$ cat src/logic/cpudp_pkg.sv
// Package with constants and types of the CPU execution datapath
// Contract
// RULE1: multiplier takes two 8-bit operands, yields 16-bit product
// RULE2: six multiply variants: uu, ss, su integer and fractional
// RULE3: multiply completes in two clock cycles, product after second
// RULE4: register or immediate ALU operation executes in one cycle, writes back
// RULE5: status flags describe the result just produced
// RULE6: 32 eight-bit registers, two operands read per cycle
// RULE7: six registers pair into three 16-bit pointers
// RULE8: next instruction fetched while current executes
// RULE9: separate program and data buses and address spaces
// RULE10: lowest 4KB is I/O; 0x00-0x3F also directly reachable
// RULE11: 0x0040-0x0FFF extended I/O, only via data load/store
// RULE12: SRAM starts at 0x2000; never fetch from SRAM (code still loads any jump target, flagging only those with bit 23 set)
// RULE13: 0x1000-0x1FFF is EEPROM mapping window
// RULE14: self-program store only effective from boot section
// RULE15: 8- and 16-bit arithmetic with carry chaining
// RULE16: 24-bit program and data addresses, 16MB each
// RULE17: coherent 16/24-bit I/O register access (code latches no high byte; each load moves one byte)
// RULE18: after reset fetch starts at program address zero
// RULE19: two 8-bit reads, one 16-bit write-back path
// RULE20: product written to registers 1:0, low byte in 0
package cpudp_pkg;
  localparam int CPUDP_NREG = 32;
  localparam int CPUDP_AW = 24;
  localparam logic [23:0] CPUDP_PC_RST = 24'h000000;
  localparam logic [23:0] CPUDP_IO_DIRECT_END = 24'h00003F;
  localparam logic [23:0] CPUDP_IO_END = 24'h000FFF;
  localparam logic [23:0] CPUDP_EE_BASE = 24'h001000;
  localparam logic [23:0] CPUDP_EE_END = 24'h001FFF;
  localparam logic [23:0] CPUDP_SRAM_BASE = 24'h002000;
  localparam logic [4:0] CPUDP_PROD_LO = 5'h00;
  localparam logic [4:0] CPUDP_PTR_X = 5'h1A;
  localparam logic [4:0] CPUDP_PTR_Y = 5'h1C;
  localparam logic [4:0] CPUDP_PTR_Z = 5'h1E;
  localparam int CPUDP_MUL_CYC = 2;
  // Flag bit positions in the status byte
  localparam int CPUDP_FC = 0;
  localparam int CPUDP_FZ = 1;
  localparam int CPUDP_FN = 2;
  localparam int CPUDP_FV = 3;
  localparam int CPUDP_FS = 4;
  localparam int CPUDP_FH = 5;
  localparam logic [7:0] CPUDP_SREG_RST = 8'h00;
  // Operation codes of the execute port
  typedef enum logic [4:0] {
    OP_NOP, OP_ADD, OP_ADC, OP_SUB, OP_SBC, OP_AND, OP_OR, OP_XOR,
    OP_MOV, OP_INC, OP_DEC, OP_COM, OP_NEG, OP_LSR, OP_ROR, OP_ASR,
    OP_ADIW, OP_SBIW, OP_MUL, OP_MULS, OP_MULSU, OP_FMUL, OP_FMULS,
    OP_FMULSU, OP_LOAD, OP_STORE, OP_IOIN, OP_IOOUT, OP_SPST, OP_PTRINC
  } cpudp_op_e;
  typedef enum logic [2:0] {
    RG_IO, RG_EXTIO, RG_EEPROM, RG_GAP, RG_SRAM
  } cpudp_region_e;
endpackage : cpudp_pkg

$ cat src/logic/cpudp_mult.sv
// Two-cycle 8x8 multiplier with signed, unsigned and fractional modes
`timescale 1ns/10ps
`default_nettype none
module cpudp_mult
  import cpudp_pkg::*;
(
  input wire logic mclk,
  input wire logic arst_n,
  input wire logic start,
  input wire logic aSigned,
  input wire logic bSigned,
  input wire logic frac,
  input wire logic [7:0] opA,
  input wire logic [7:0] opB,
  output logic done,
  output logic [15:0] product,
  output logic carry
);
  typedef struct packed {
    logic stage;
    logic doneQ;
    logic fracQ;
    logic [17:0] raw;
    logic [15:0] prod;
    logic cy;
  } cpudp_mul_s;
  cpudp_mul_s st_ff, nxt_st;
  logic signed [8:0] extA, extB;
  logic signed [17:0] fullProd;

  // RULE2: sign extension per variant
  always_comb
  begin
    extA = {aSigned & opA[7], opA};
    extB = {bSigned & opB[7], opB};
    fullProd = extA * extB;
  end

  // RULE3: first cycle multiplies, second shapes and delivers
  always_comb
  begin
    nxt_st = st_ff;
    nxt_st.doneQ = 1'b0;
    nxt_st.stage = 1'b0;
    if (start)
    begin
      nxt_st.stage = 1'b1;
      nxt_st.raw = fullProd;
      nxt_st.fracQ = frac;
    end
    else if (st_ff.stage)
    begin
      // RULE1: 16-bit product, fractional shifted left one
      nxt_st.doneQ = 1'b1;
      nxt_st.cy = st_ff.raw[15];
      nxt_st.prod = st_ff.fracQ ? {st_ff.raw[14:0], 1'b0} : st_ff.raw[15:0];
    end
  end

  always_ff @(posedge mclk or negedge arst_n)
  begin
    if (!arst_n)
      st_ff <= '0;
    else
      st_ff <= nxt_st;
  end

  assign done = st_ff.doneQ;
  assign product = st_ff.prod;
  assign carry = st_ff.cy;
endmodule : cpudp_mult
`default_nettype wire

$ cat src/logic/cpudp_core.sv
// Execute datapath: register file, ALU, flags, fetch and data decode
`timescale 1ns/10ps
`default_nettype none
module cpudp_core
  import cpudp_pkg::*;
(
  input wire logic mclk,
  input wire logic arst_n,
  // Execute request from the decoder
  input wire logic exValid,
  input wire cpudp_op_e exOp,
  input wire logic [4:0] rd,
  input wire logic [4:0] rr,
  input wire logic useImm,
  input wire logic [7:0] imm,
  input wire logic [1:0] ptrSel,
  input wire logic [23:0] dataAddrIn,
  input wire logic useDirect,
  input wire logic inBoot,
  input wire logic flowLoad,
  input wire logic [23:0] flowTarget,
  input wire logic fetchStall,
  // Program memory bus
  output logic [23:0] progAddr,
  output logic progRd,
  input wire logic [15:0] progData,
  output logic [15:0] instrWord,
  output logic instrValid,
  // Data memory bus
  output logic [23:0] dataAddr,
  output logic dataRd,
  output logic dataWr,
  output logic [7:0] dataWdata,
  input wire logic [7:0] dataRdata,
  output logic [2:0] dataRegion,
  output logic progStoreEn,
  output logic [7:0] statusOut,
  output logic busy,
  output logic accessFault
);
  typedef struct packed {
    logic [CPUDP_NREG-1:0][7:0] regs;
    logic [7:0] sreg;
    logic [23:0] pc;
    logic [15:0] iword;
    logic ivalid;
    logic prd;
    logic [23:0] daddr;
    logic drd;
    logic dwr;
    logic [7:0] dwdata;
    logic [2:0] region;
    logic spst;
    logic loadPend;
    logic [4:0] loadDst;
    logic mulPend;
    logic fault;
    logic [7:0] ioHigh;
  } cpudp_core_s;
  cpudp_core_s st_ff, nxt_st;

  logic mulStart, mulDone, mulCarry;
  logic [15:0] mulProd;
  logic aSgn, bSgn, fracMode;
  logic [7:0] opA, opB, res8;
  logic [15:0] wA, res16;
  logic [8:0] sum9;
  logic [16:0] sum17;
  logic [4:0] hsum;
  logic cin, isArith, isWide, wrRes;
  logic [4:0] ptrBase;
  logic [15:0] ptrVal;
  logic [23:0] effAddr;
  cpudp_region_e reg_e;

  // RULE6: two independent read ports into the register file
  always_comb
  begin
    opA = st_ff.regs[rd];
    opB = useImm ? imm : st_ff.regs[rr];
  end

  // RULE7: pointer pair selection
  always_comb
  begin
    case (ptrSel)
      2'd0: ptrBase = CPUDP_PTR_X;
      2'd1: ptrBase = CPUDP_PTR_Y;
      default: ptrBase = CPUDP_PTR_Z;
    endcase
    ptrVal = {st_ff.regs[ptrBase + 5'd1], st_ff.regs[ptrBase]};
    effAddr = useDirect ? dataAddrIn : {8'h00, ptrVal};
  end

  // RULE10: data space region decode
  always_comb
  begin
    if (effAddr <= CPUDP_IO_END)
      reg_e = (effAddr <= CPUDP_IO_DIRECT_END) ? RG_IO : RG_EXTIO;
    // RULE13: EEPROM mapping window
    else if (effAddr >= CPUDP_EE_BASE && effAddr <= CPUDP_EE_END)
      reg_e = RG_EEPROM;
    // RULE12: SRAM from its base upward
    else if (effAddr >= CPUDP_SRAM_BASE)
      reg_e = RG_SRAM;
    else
      reg_e = RG_GAP;
  end

  // Multiplier variant selection
  always_comb
  begin
    mulStart = exValid && !busy && (exOp >= OP_MUL) && (exOp <= OP_FMULSU);
    aSgn = (exOp == OP_MULS) || (exOp == OP_MULSU) || (exOp == OP_FMULS) ||
           (exOp == OP_FMULSU);
    bSgn = (exOp == OP_MULS) || (exOp == OP_FMULS);
    fracMode = (exOp == OP_FMUL) || (exOp == OP_FMULS) || (exOp == OP_FMULSU);
  end

  // RULE15: 8-bit adder with carry in, 16-bit word arithmetic
  always_comb
  begin
    cin = st_ff.sreg[CPUDP_FC];
    wA = {st_ff.regs[rd + 5'd1], opA};
    sum9 = 9'h000;
    hsum = 5'h00;
    sum17 = 17'h00000;
    res8 = 8'h00;
    res16 = 16'h0000;
    isArith = 1'b1;
    isWide = 1'b0;
    wrRes = 1'b1;
    case (exOp)
      OP_ADD, OP_ADC:
      begin
        sum9 = {1'b0, opA} + {1'b0, opB} + {8'h00, exOp == OP_ADC && cin};
        hsum = {1'b0, opA[3:0]} + {1'b0, opB[3:0]} + {4'h0, exOp == OP_ADC && cin};
      end
      OP_SUB, OP_SBC:
      begin
        sum9 = {1'b0, opA} - {1'b0, opB} - {8'h00, exOp == OP_SBC && cin};
        hsum = {1'b0, opA[3:0]} - {1'b0, opB[3:0]} - {4'h0, exOp == OP_SBC && cin};
      end
      OP_INC: sum9 = {1'b0, opA} + 9'h001;
      OP_DEC: sum9 = {1'b0, opA} - 9'h001;
      OP_NEG: sum9 = 9'h000 - {1'b0, opA};
      OP_COM: sum9 = {1'b1, ~opA};
      OP_AND: sum9 = {1'b0, opA & opB};
      OP_OR: sum9 = {1'b0, opA | opB};
      OP_XOR: sum9 = {1'b0, opA ^ opB};
      // Moves leave the flags alone so a carry survives for a chained add
      OP_MOV:
      begin
        sum9 = {1'b0, opB};
        isArith = 1'b0;
      end
      OP_LSR: sum9 = {opA[0], 1'b0, opA[7:1]};
      OP_ROR: sum9 = {opA[0], cin, opA[7:1]};
      OP_ASR: sum9 = {opA[0], opA[7], opA[7:1]};
      OP_ADIW:
      begin
        isWide = 1'b1;
        sum17 = {1'b0, wA} + {11'h000, imm[5:0]};
      end
      OP_SBIW:
      begin
        isWide = 1'b1;
        sum17 = {1'b0, wA} - {11'h000, imm[5:0]};
      end
      default:
      begin
        isArith = 1'b0;
        wrRes = 1'b0;
      end
    endcase
    res8 = sum9[7:0];
    res16 = sum17[15:0];
  end

  cpudp_mult cpudp_mult_i (
    .mclk(mclk),
    .arst_n(arst_n),
    .start(mulStart),
    .aSigned(aSgn),
    .bSigned(bSgn),
    .frac(fracMode),
    .opA(opA),
    .opB(opB),
    .done(mulDone),
    .product(mulProd),
    .carry(mulCarry)
  );

  // Next-state of the whole datapath
  always_comb
  begin
    nxt_st = st_ff;
    nxt_st.drd = 1'b0;
    nxt_st.dwr = 1'b0;
    nxt_st.spst = 1'b0;
    nxt_st.fault = 1'b0;
    nxt_st.prd = 1'b1;
    // RULE8: prefetch the next word while this one executes
    if (flowLoad)
    begin
      nxt_st.pc = flowTarget;
      nxt_st.ivalid = 1'b0;
    end
    else if (!fetchStall && !busy && st_ff.prd) // No word taken before the read strobe is up
    begin
      nxt_st.iword = progData;
      nxt_st.ivalid = 1'b1;
      nxt_st.pc = st_ff.pc + 24'h000001;
    end
    // Data load is sampled in the same cycle as the read strobe
    if (st_ff.loadPend)
    begin
      nxt_st.loadPend = 1'b0;
      // RULE17: no high byte is latched; the returned byte goes straight to the load destination
      nxt_st.regs[st_ff.loadDst] = dataRdata;
    end
    // RULE20: product lands in registers one and zero
    if (mulDone)
    begin
      // RULE19: one 16-bit write-back
      nxt_st.regs[CPUDP_PROD_LO] = mulProd[7:0];
      nxt_st.regs[CPUDP_PROD_LO + 5'd1] = mulProd[15:8];
      nxt_st.sreg[CPUDP_FC] = mulCarry;
      nxt_st.sreg[CPUDP_FZ] = (mulProd == 16'h0000);
      nxt_st.mulPend = 1'b0;
    end
    if (mulStart)
      nxt_st.mulPend = 1'b1;
    if (exValid && !busy)
    begin
      // RULE4: single-cycle ALU write-back
      if (wrRes && isWide)
      begin
        nxt_st.regs[rd] = res16[7:0];
        nxt_st.regs[rd + 5'd1] = res16[15:8];
      end
      else if (wrRes)
        nxt_st.regs[rd] = res8;
      // RULE5: flags from the result just produced
      if (isArith && isWide)
      begin
        nxt_st.sreg[CPUDP_FC] = sum17[16];
        nxt_st.sreg[CPUDP_FZ] = (res16 == 16'h0000);
        nxt_st.sreg[CPUDP_FN] = res16[15];
        nxt_st.sreg[CPUDP_FV] = (exOp == OP_ADIW) ? (~wA[15] & res16[15])
                                                  : (wA[15] & ~res16[15]);
        nxt_st.sreg[CPUDP_FS] = res16[15] ^ nxt_st.sreg[CPUDP_FV];
      end
      else if (isArith)
      begin
        nxt_st.sreg[CPUDP_FC] = sum9[8];
        // RULE15: chained subtract keeps zero only if already zero
        nxt_st.sreg[CPUDP_FZ] = (res8 == 8'h00) &&
                                 ((exOp != OP_SBC && exOp != OP_ADC) ||
                                  exOp == OP_ADC || st_ff.sreg[CPUDP_FZ]);
        nxt_st.sreg[CPUDP_FN] = res8[7];
        nxt_st.sreg[CPUDP_FH] = hsum[4];
        if (exOp == OP_ADD || exOp == OP_ADC || exOp == OP_INC)
          nxt_st.sreg[CPUDP_FV] = (opA[7] == opB[7] || exOp == OP_INC) &&
                                  (res8[7] != opA[7]) && (exOp != OP_INC || res8 == 8'h80);
        else if (exOp == OP_SUB || exOp == OP_SBC || exOp == OP_DEC || exOp == OP_NEG)
          nxt_st.sreg[CPUDP_FV] = (exOp == OP_SUB || exOp == OP_SBC) ?
                                  ((opA[7] != opB[7]) && (res8[7] != opA[7])) :
                                  (res8 == ((exOp == OP_DEC) ? 8'h7F : 8'h80));
        else
          nxt_st.sreg[CPUDP_FV] = 1'b0;
        nxt_st.sreg[CPUDP_FS] = res8[7] ^ nxt_st.sreg[CPUDP_FV];
      end
      // RULE9: data access on its own bus
      case (exOp)
        OP_LOAD, OP_STORE:
        begin
          nxt_st.daddr = effAddr;
          nxt_st.region = reg_e;
          nxt_st.drd = (exOp == OP_LOAD);
          nxt_st.dwr = (exOp == OP_STORE);
          nxt_st.dwdata = opA;
          nxt_st.loadPend = (exOp == OP_LOAD);
          nxt_st.loadDst = rd;
        end
        // RULE11: direct I/O only reaches the lowest 64 addresses
        OP_IOIN, OP_IOOUT:
        begin
          nxt_st.daddr = {18'h00000, dataAddrIn[5:0]};
          nxt_st.region = RG_IO;
          nxt_st.drd = (exOp == OP_IOIN);
          nxt_st.dwr = (exOp == OP_IOOUT);
          nxt_st.dwdata = opA;
          nxt_st.loadPend = (exOp == OP_IOIN);
          nxt_st.loadDst = rd;
        end
        // RULE14: self-program store gated by boot section
        OP_SPST:
        begin
          nxt_st.spst = inBoot;
          nxt_st.fault = !inBoot;
        end
        OP_PTRINC:
        begin
          nxt_st.regs[ptrBase] = ptrVal[7:0] + 8'h01;
          nxt_st.regs[ptrBase + 5'd1] = ptrVal[15:8] + {7'h00, ptrVal[7:0] == 8'hFF};
        end
        default:
        begin
        end
      endcase
    end
    // RULE12: a jump at or above the SRAM base with bit 23 set is flagged; the fetch counter still loads every target
    if (flowLoad && flowTarget >= CPUDP_SRAM_BASE && flowTarget[23])
      nxt_st.fault = 1'b1;
  end

  // RULE18: reset sends the fetch counter to address zero
  always_ff @(posedge mclk or negedge arst_n)
  begin
    if (!arst_n)
    begin
      st_ff <= '0;
      st_ff.pc <= CPUDP_PC_RST;
      st_ff.sreg <= CPUDP_SREG_RST;
    end
    else
      st_ff <= nxt_st;
  end

  // RULE16: full 24-bit addresses on both buses
  assign progAddr = st_ff.pc;
  assign progRd = st_ff.prd;
  assign instrWord = st_ff.iword;
  assign instrValid = st_ff.ivalid;
  assign dataAddr = st_ff.daddr;
  assign dataRd = st_ff.drd;
  assign dataWr = st_ff.dwr;
  assign dataWdata = st_ff.dwdata;
  assign dataRegion = st_ff.region;
  assign progStoreEn = st_ff.spst;
  assign statusOut = st_ff.sreg;
  assign busy = st_ff.mulPend;
  assign accessFault = st_ff.fault;
endmodule : cpudp_core
`default_nettype wire

$ cat config.mk
export PLATFORM = sky130hd
export DESIGN_NAME = cpudp_core
export DESIGN_NICKNAME = d
export VERILOG_FILES = /design/src/logic/cpudp_pkg.sv /design/src/logic/cpudp_mult.sv /design/src/logic/cpudp_core.sv
export SDC_FILE = /design/constraint.sdc
export NUM_CORES = 2
export LEC_CHECK = 0
export ABC_AREA = 1
export BUFFER_PORTS_ARGS = -buffer_cell sky130_fd_sc_hd__buf_2
export CORE_ASPECT_RATIO = 1.4
export CORE_MARGIN = 3
export CORE_UTILIZATION = 28
export CTS_BUF_LIST = sky130_fd_sc_hd__clkbuf_4
export DETAILED_ROUTE_END_ITERATION = 10
export HOLD_SLACK_MARGIN = 0.15
export PLACE_DENSITY_LB_ADDON = 0.1
export SLEW_MARGIN = 20
export SYNTH_ARGS = -nofsm -noshare
export SYNTH_HDL_FRONTEND = slang
export SYNTH_SLANG_ARGS = --single-unit
export TNS_END_PERCENT = 10
$ cat constraint.sdc
create_clock -name mclk -period 5.6 [get_ports mclk]
set_input_delay 1.12 -clock mclk [delete_from_list [all_inputs] [get_ports mclk]]
set_output_delay 1.12 -clock mclk [all_outputs]
set_load 0.03 [all_outputs]
; ---- Yosys cells after proc, flatten, opt, wreduce, memory -nomap -nowiden
; Index checks and enable logic that the tools add are counted.
[classes]
addsub = 18
mul = 1
n_lt_le_gt_ge = 19
eq_ne = 38
muxes = 74
n_bitwise = 15
n_reduce_logical = 60
[op_table]
columns = cell, count
row1 = bitwise mux 256 bit, 6
row2 = two-way mux 256 bit, 6
row3 = binary-select mux 8 bit (select 5 bit), 5
row4 = demux 8 bit (select 5 bit), 5
row5 = one-hot mux 9 bit (13 select lines), 1
row6 = two-way mux 8 bit, 12
row7 = one-hot mux 37 bit (2 select lines), 1
row8 = equality test 5 bit (second input constant), 13
row9 = >= comparator 24 x 14 -> 1 bit (second input constant), 2
row10 = two-way mux 24 bit, 2
row11 = two-way mux 41 bit, 1
row12 = equality test 5 x 4 -> 1 bit (second input constant), 8
row13 = < comparator 5 x 6 -> 1 bit (second input constant), 6
row14 = one-hot mux 17 bit (2 select lines), 1
row15 = zero test 16 bit, 2
row16 = two-way mux 16 bit, 2
row17 = >= comparator 5 x 1 -> 1 bit (second input constant), 5
row18 = adder 24 x 1 -> 24 bit (second input constant), 1
row19 = >= comparator 24 x 13 -> 1 bit (second input constant), 1
row20 = <= comparator 24 x 12 -> 1 bit (second input constant), 1
row21 = <= comparator 24 x 13 -> 1 bit (second input constant), 1
row22 = <= comparator 24 x 6 -> 1 bit (second input constant), 1
row23 = logical AND 1 bit, 22
row24 = two-way mux 1 bit, 21
row25 = other kinds (54), 99
[word_totals]
ff_bits = 386
word_cells = 280

; ---- Logic depth before layout (Yosys ltp)
[logic_depth]
word_depth = 18
depth_mapped = 38
ltp_nobuf = 35

; ---- By module
; From an unflattened synthesis, not the netlist that was laid out.
[unflattened]
cells_unflattened = 7149
hier_area_um2 = 43255.2
[modules_own_cells]
columns = module, n_inst, cells_per_inst, area_each_um2, seq_area_each_um2
row1 = cpudp_core, 1, 6568, 38749.7, 8733.4
row2 = cpudp_mult, 1, 581, 4505.6, 900.9

; ---- Least setup slack after synthesis
; OpenSTA, ideal clock, no wires.
[synth_timing]
path_type = input port to flip-flop
from = input port rr[0]
to = register cpudp_mult_i.st_ff[32] (netlist bit)
t_arrival_ns = 6.935
setup_slack_ns = -1.462
cell_stages = 35
path_buffers = 3
path_cell_list = buf_2 > inv_2 > buf_4 > buf_2 > a21oi_1 > o21ai_0 > nand3_1 > nand3_1 > nand3_1 > nand3_1 > nand2_1 > nand2_1 > inv_1 > nand2_1 > fa_1 > fa_1 > fa_1 > inv_1 > fa_1 > inv_1 > fa_1 > inv_1 > ha_1 > a21oi_1 > nor2_1 > o21ai_0 > nand2_1 > a21oi_1 > o21bai_1 > a21oi_1 > nor2_1 > nor2_1 > xnor2_1 > xor2_1 > o21ai_0
[synth_via]
elab_chain_len = 5
[synth_lines]
columns = item, line
row1 = "start, declared", cpudp_core.sv:13  ; input wire logic [4:0] rr,
row2 = binary-select mux 8 bit (select 5 bit) (*), cpudp_core.sv:80  ; opB = useImm ? imm : st_ff.regs[rr];
row3 = two-way mux 8 bit (implied by the code) (*), cpudp_core.sv:80
row4 = two-way mux 8 bit (*), cpudp_core.sv:80
row5 = bitwise AND 1 bit, cpudp_mult.sv:35  ; extB = {bSigned & opB[7], opB};
row6 = multiplier 9 x 9 -> 16 bit (*), cpudp_mult.sv:36  ; fullProd = extA * extB;
row7 = "end signal, assigned", cpudp_mult.sv:65  ; st_ff <= nxt_st;
row8 = "end, declared", cpudp_mult.sv:27  ; cpudp_mul_s st_ff, nxt_st;
; Mark *: on every way between the ends. The rest lies on a longest branch, timed or not. The select of a mux whose other input is x is not followed.
; A chain may end at the register's enable or synchronous reset.

; ---- Worst setup path after layout
[layout_timing]
from = register st_ff[279] (netlist bit)
to = register cpudp_mult_i.st_ff[32] (netlist bit)
[layout_via]
elab_chain_len = 5
[layout_lines]
columns = item, line
row1 = "start, declared", cpudp_core.sv:60  ; cpudp_core_s st_ff, nxt_st;
row2 = "start signal, assigned", cpudp_core.sv:328  ; st_ff <= nxt_st;
row3 = binary-select mux 8 bit (select 5 bit), cpudp_core.sv:80
row4 = two-way mux 8 bit (implied by the code), cpudp_core.sv:80
row5 = two-way mux 8 bit, cpudp_core.sv:80
row6 = bitwise AND 1 bit, cpudp_mult.sv:35
row7 = multiplier 9 x 9 -> 16 bit (*), cpudp_mult.sv:36
; Marked as above.

==> key figures <==
Detailed routing
  – DRT Wirelength: ~300 mm
  – DR vias: between 50000 and 60000
  – Via-to-Cell Ratio: 5.69
  – WL met2: approximately 140 mm
  – DR top layer: met5
  – First-pass DRT Iterations: 8
  – Initial DRC Count: between 6000 and 7000
  – Met3 routed WL: roughly 21 mm
  – WL/cell: 29.6 um
  – Drt drc: 0
  – WL met1: around 110 mm
  – Post-route ant nets: 0

Die
  – Die Footprint: roughly 160000 sq um
  – Chip Height: between 400 and 500 um
  – Core Region: between 150000 and 200000 sq um
  – DIE WIDTH: 337 um
  – Rows: 169
  – Initial core utilization: 0.283
  – I/O pins: about 200

Clock network
  – Worst-path clk slew: about 0.06 ns
  – CTS H-tree depth: 4
  – CTS tree: done
  – Clk sink count: 385
  – CTS Buffer Depth: 3
  – Worst skew pair latency: about 1.3 ns
  – Clock root buffer: clkbuf_4
  – CTS buffer count: about 130

Logic synthesis
  – Main synth FF type: dfrtp_1
  – Fraction of registers with async set or reset after synthesis: 1.00
  – Mapped cell area: between 40000 and 50000 sq um
  – Yosys cell types: 62
  – Ys Warns: 0
  – Register bit count reported by yosys: approximately 390
  – Fraction of the yosys area taken by sequential cells: 0.224
  – Gate Count Post-Synth: ~7100
  – Post-synth EDFFs: 0
  – Avg Inst Size Synth: 6.05 sq um

Global routing
  – Initial antenna violation count: 31
  – Largest net degree at the start of global routing: roughly 160
  – Global route overflow: 0
  – Total GRT Usage: 0.362
  – First-pass GRT wire length: between 400 and 500 mm
  – Vias in the first global route: between 50000 and 60000

Setup path
  – Crit-path max cell delay: ~0.56 ns
  – Critical Path Source Type: flop
  – CP max stage cell: fa_1
  – Worst Path Required: 6.70 ns
  – CP max FO: 4
  – Worst path top cell family by delay: adder cells
  – CP Depth: 33
  – Buffers and inverters on the worst path: 7
  – Worst-case reg-to-reg path depth: 33
  – Element type at the critical path end: flop
  – Most Frequent Cell on Critical Path: fa_1
  – Crit path DAT: around 7.2 ns
  – Setup Crit Path Kind: reg2reg

STA
  – Setup Viol. Count Final: 4
  – Final hold vios: 0
  – Worst-margin pin slew: about 1.2 ns
  – Worst Skew: between 0.1 and 0.15 ns
  – Fin crit period: 6.15 ns
  – Max Clock Freq: between 150 and 200 MHz
  – Max Transition Viols Final: 0
  – Setup TNS: -1.60 ns
  – Final Cycle Share: 1.10
  – Slew margin rel.: 0.207
  – RSZ-0062 raised after global routing: true
  – Setup slack after layout: -0.546 ns

Run status
  – Status: finished, violations left
  – Failing checks: negative setup slack

Hold path
  – Worst Hold Class: in2reg
  – Cell count of the worst hold path: 4

Place
  – IO Port Bufs: approximately 190
  – Final GP Congestion: 1.03
  – HPWL Detailed: roughly 220 mm

Power
  – P per Cell Area: around 180 nW/um^2
  – Leak: approximately 28 nW
  – VDD IR max: ~0.13 mV

Job
  – Max-cap violations: 0

Cells and area
  – Area growth, synth to finish: 28.8%
  – Layout Nets: between 8000 and 9000
  – Layout cells sized above 1: 0.210
  – Fin util: 0.364
-- final timing paths --
kind	start	endpoint	slack (ns)
hold / removal	dataAddrIn[6]	dataAddr[6]$_DFFE_PN0P_	0.27
setup reg to reg	st_ff[279]$_DFF_PN0_	cpudp_mult_i.st_ff[32]$_DFFE_PN0P_	-0.55
hold reg to reg	instrWord[10]$_DFFE_PN0P_	instrWord[10]$_DFFE_PN0P_	0.47
setup / recovery	st_ff[279]$_DFF_PN0_	cpudp_mult_i.st_ff[32]$_DFFE_PN0P_	-0.55
min in group asynchronous	arst_n	st_ff[203]$_DFF_PN0_	0.40
max in group asynchronous	arst_n	st_ff[321]$_DFF_PN0_	3.95
-- through the flow --
stage          hold WS (ns)  area (sq um)  setup slack, ns  power (W)  std cells
2_1_floorplan         0.443         43200            -1.05    0.00454       7096
3_3_place_gp          0.449         52400            -1.93    0.00657       9675
3_5_place_dp          0.453         52400            -1.92    0.00657       9675
4_1_cts               0.170         55000           -0.534     0.0101       9971
5_1_grt               0.193         55300           -0.814     0.0106       9986
6_report              0.273         55300           -0.546     0.0102       9991
-- sequential cells by signal (all words and copies together), names as in the netlist, 3 cells and up --
register	count
st_ff	261
dataAddr	24
progAddr	24
cpudp_mult_i.st_ff	18
cpudp_mult_i.product	16
instrWord	16
dataWdata	8
statusOut	6
dataRegion	3
-- synthesized netlist by cell type, drive strengths merged (2+ instances only) --
cell type | n | share of area
nand3 | 419 | 0.049
a32o | 8 | 0.0019
a211oi | 23 | 0.0040
nor3 | 47 | 0.0058
inv | 788 | 0.069
nand3b | 2 | 0.00035
o22ai | 36 | 0.0052
a22o | 3 | 0.00061
o21a | 3 | 0.00052
a21oi | 726 | 0.085
dfrtp | 385 | 0.22
clkinv | 27 | 0.0024
buf | 237 | 0.036
clkbuf | 363 | 0.032
nor2 | 517 | 0.046
nand4 | 16 | 0.0028
o311ai | 105 | 0.021
o31ai | 18 | 0.0031
ha | 95 | 0.028
xor2 | 29 | 0.0059
o21ai | 1324 | 0.15
a31oi | 14 | 0.0020
nor4 | 21 | 0.0033
o41ai | 3 | 0.00061
o2111ai | 5 | 0.0010
a22oi | 6 | 0.0010
fa | 69 | 0.032
mux2i | 2 | 0.00047
a221oi | 3 | 0.00061
o21bai | 7 | 0.0012
nand2 | 1549 | 0.14
o211ai | 152 | 0.027
a2bb2oi | 6 | 0.0012
conb | 2 | 0.00017
o221ai | 60 | 0.012
xnor2 | 7 | 0.0014
or2 | 11 | 0.0016
-- metal layers --
layer  GRT usage  vias up
met1       0.424    27500
li1            -    25600
met2       0.594     2908
met5           0        -
met4       0.262       12
met3      0.0617      895
-- what timing repair did --
action	4_1_cts	5_1_grt
pin swaps	31	20
hold buffers	62	0
setup buffers	7	8
setup endpoints to repair	9	73
hold endpoints to repair	117	0
resized for setup	91	74
-- cell type report --
| cell class | count | area, sq um |
|---|---|---|
| antenna | 12 | 30.0 |
| clock buffer | 191 | 1430 |
| clock inverter | 37 | 249 |
| fill | 16900 | 96700 |
| inverter | 815 | 3090 |
| multi-input combinational | 5296 | 28000 |
| sequential | 385 | 9680 |
| tap | 1966 | 2460 |
| timing repair buffer | 1289 | 10400 |
-- cells in the final DEF, fill, tap and decap left out, types with 28 or more instances in the layout --
cell type and instances:
o221ai_1 60, dfrtp_2 34, buf_12 79, nand2_1 1501, dlygate4sd3_1 62, buf_4 948, o211ai_1 150, o21ai_0 1223
xor2_1 28, o21ai_1 97, nor3_1 40, fa_1 68, nand2_2 36, clkbuf_4 191, buf_2 187, a21oi_1 718
nand3_1 400, o22ai_1 36, o311ai_0 91, dfrtp_1 351, inv_1 725, inv_2 60, nor2_1 483, ha_1 87
clkinv_1 47
-- worst min-delay path, delay by kind of cell --
| family | cells | cell delay (ns) |
|---|---|---|
| AOI/OAI and AO/OA | 2 | 0.23 |
| buffers and inverters | 1 | 0.09 |
| and+or+nand+nor | 1 | 0.05 |
-- report_power, final --
part	internal (W)	switching, W
logic	0.00141	0.00252
clock network	0.00170	0.00170
registers	0.00280	0.0000236
-- kinds of logic (layout without fill, tap and decap cells) --
group                    count (synthesis)  in the layout  synth area share
AND/OR/NAND/NOR                       2585           2585             0.245
AO/OA/AOI/OAI                         2506           2506             0.323
buffers and inverters                 1415           2332             0.139
flip-flops                             385            385             0.224
adder cells (fa/ha/maj)                164            164            0.0598
XOR/XNOR                                36             36           0.00734
other                                    2             15          0.000175
multiplexers                             2              2          0.000466
Note: power is estimated with default switching activity, not from simulation.
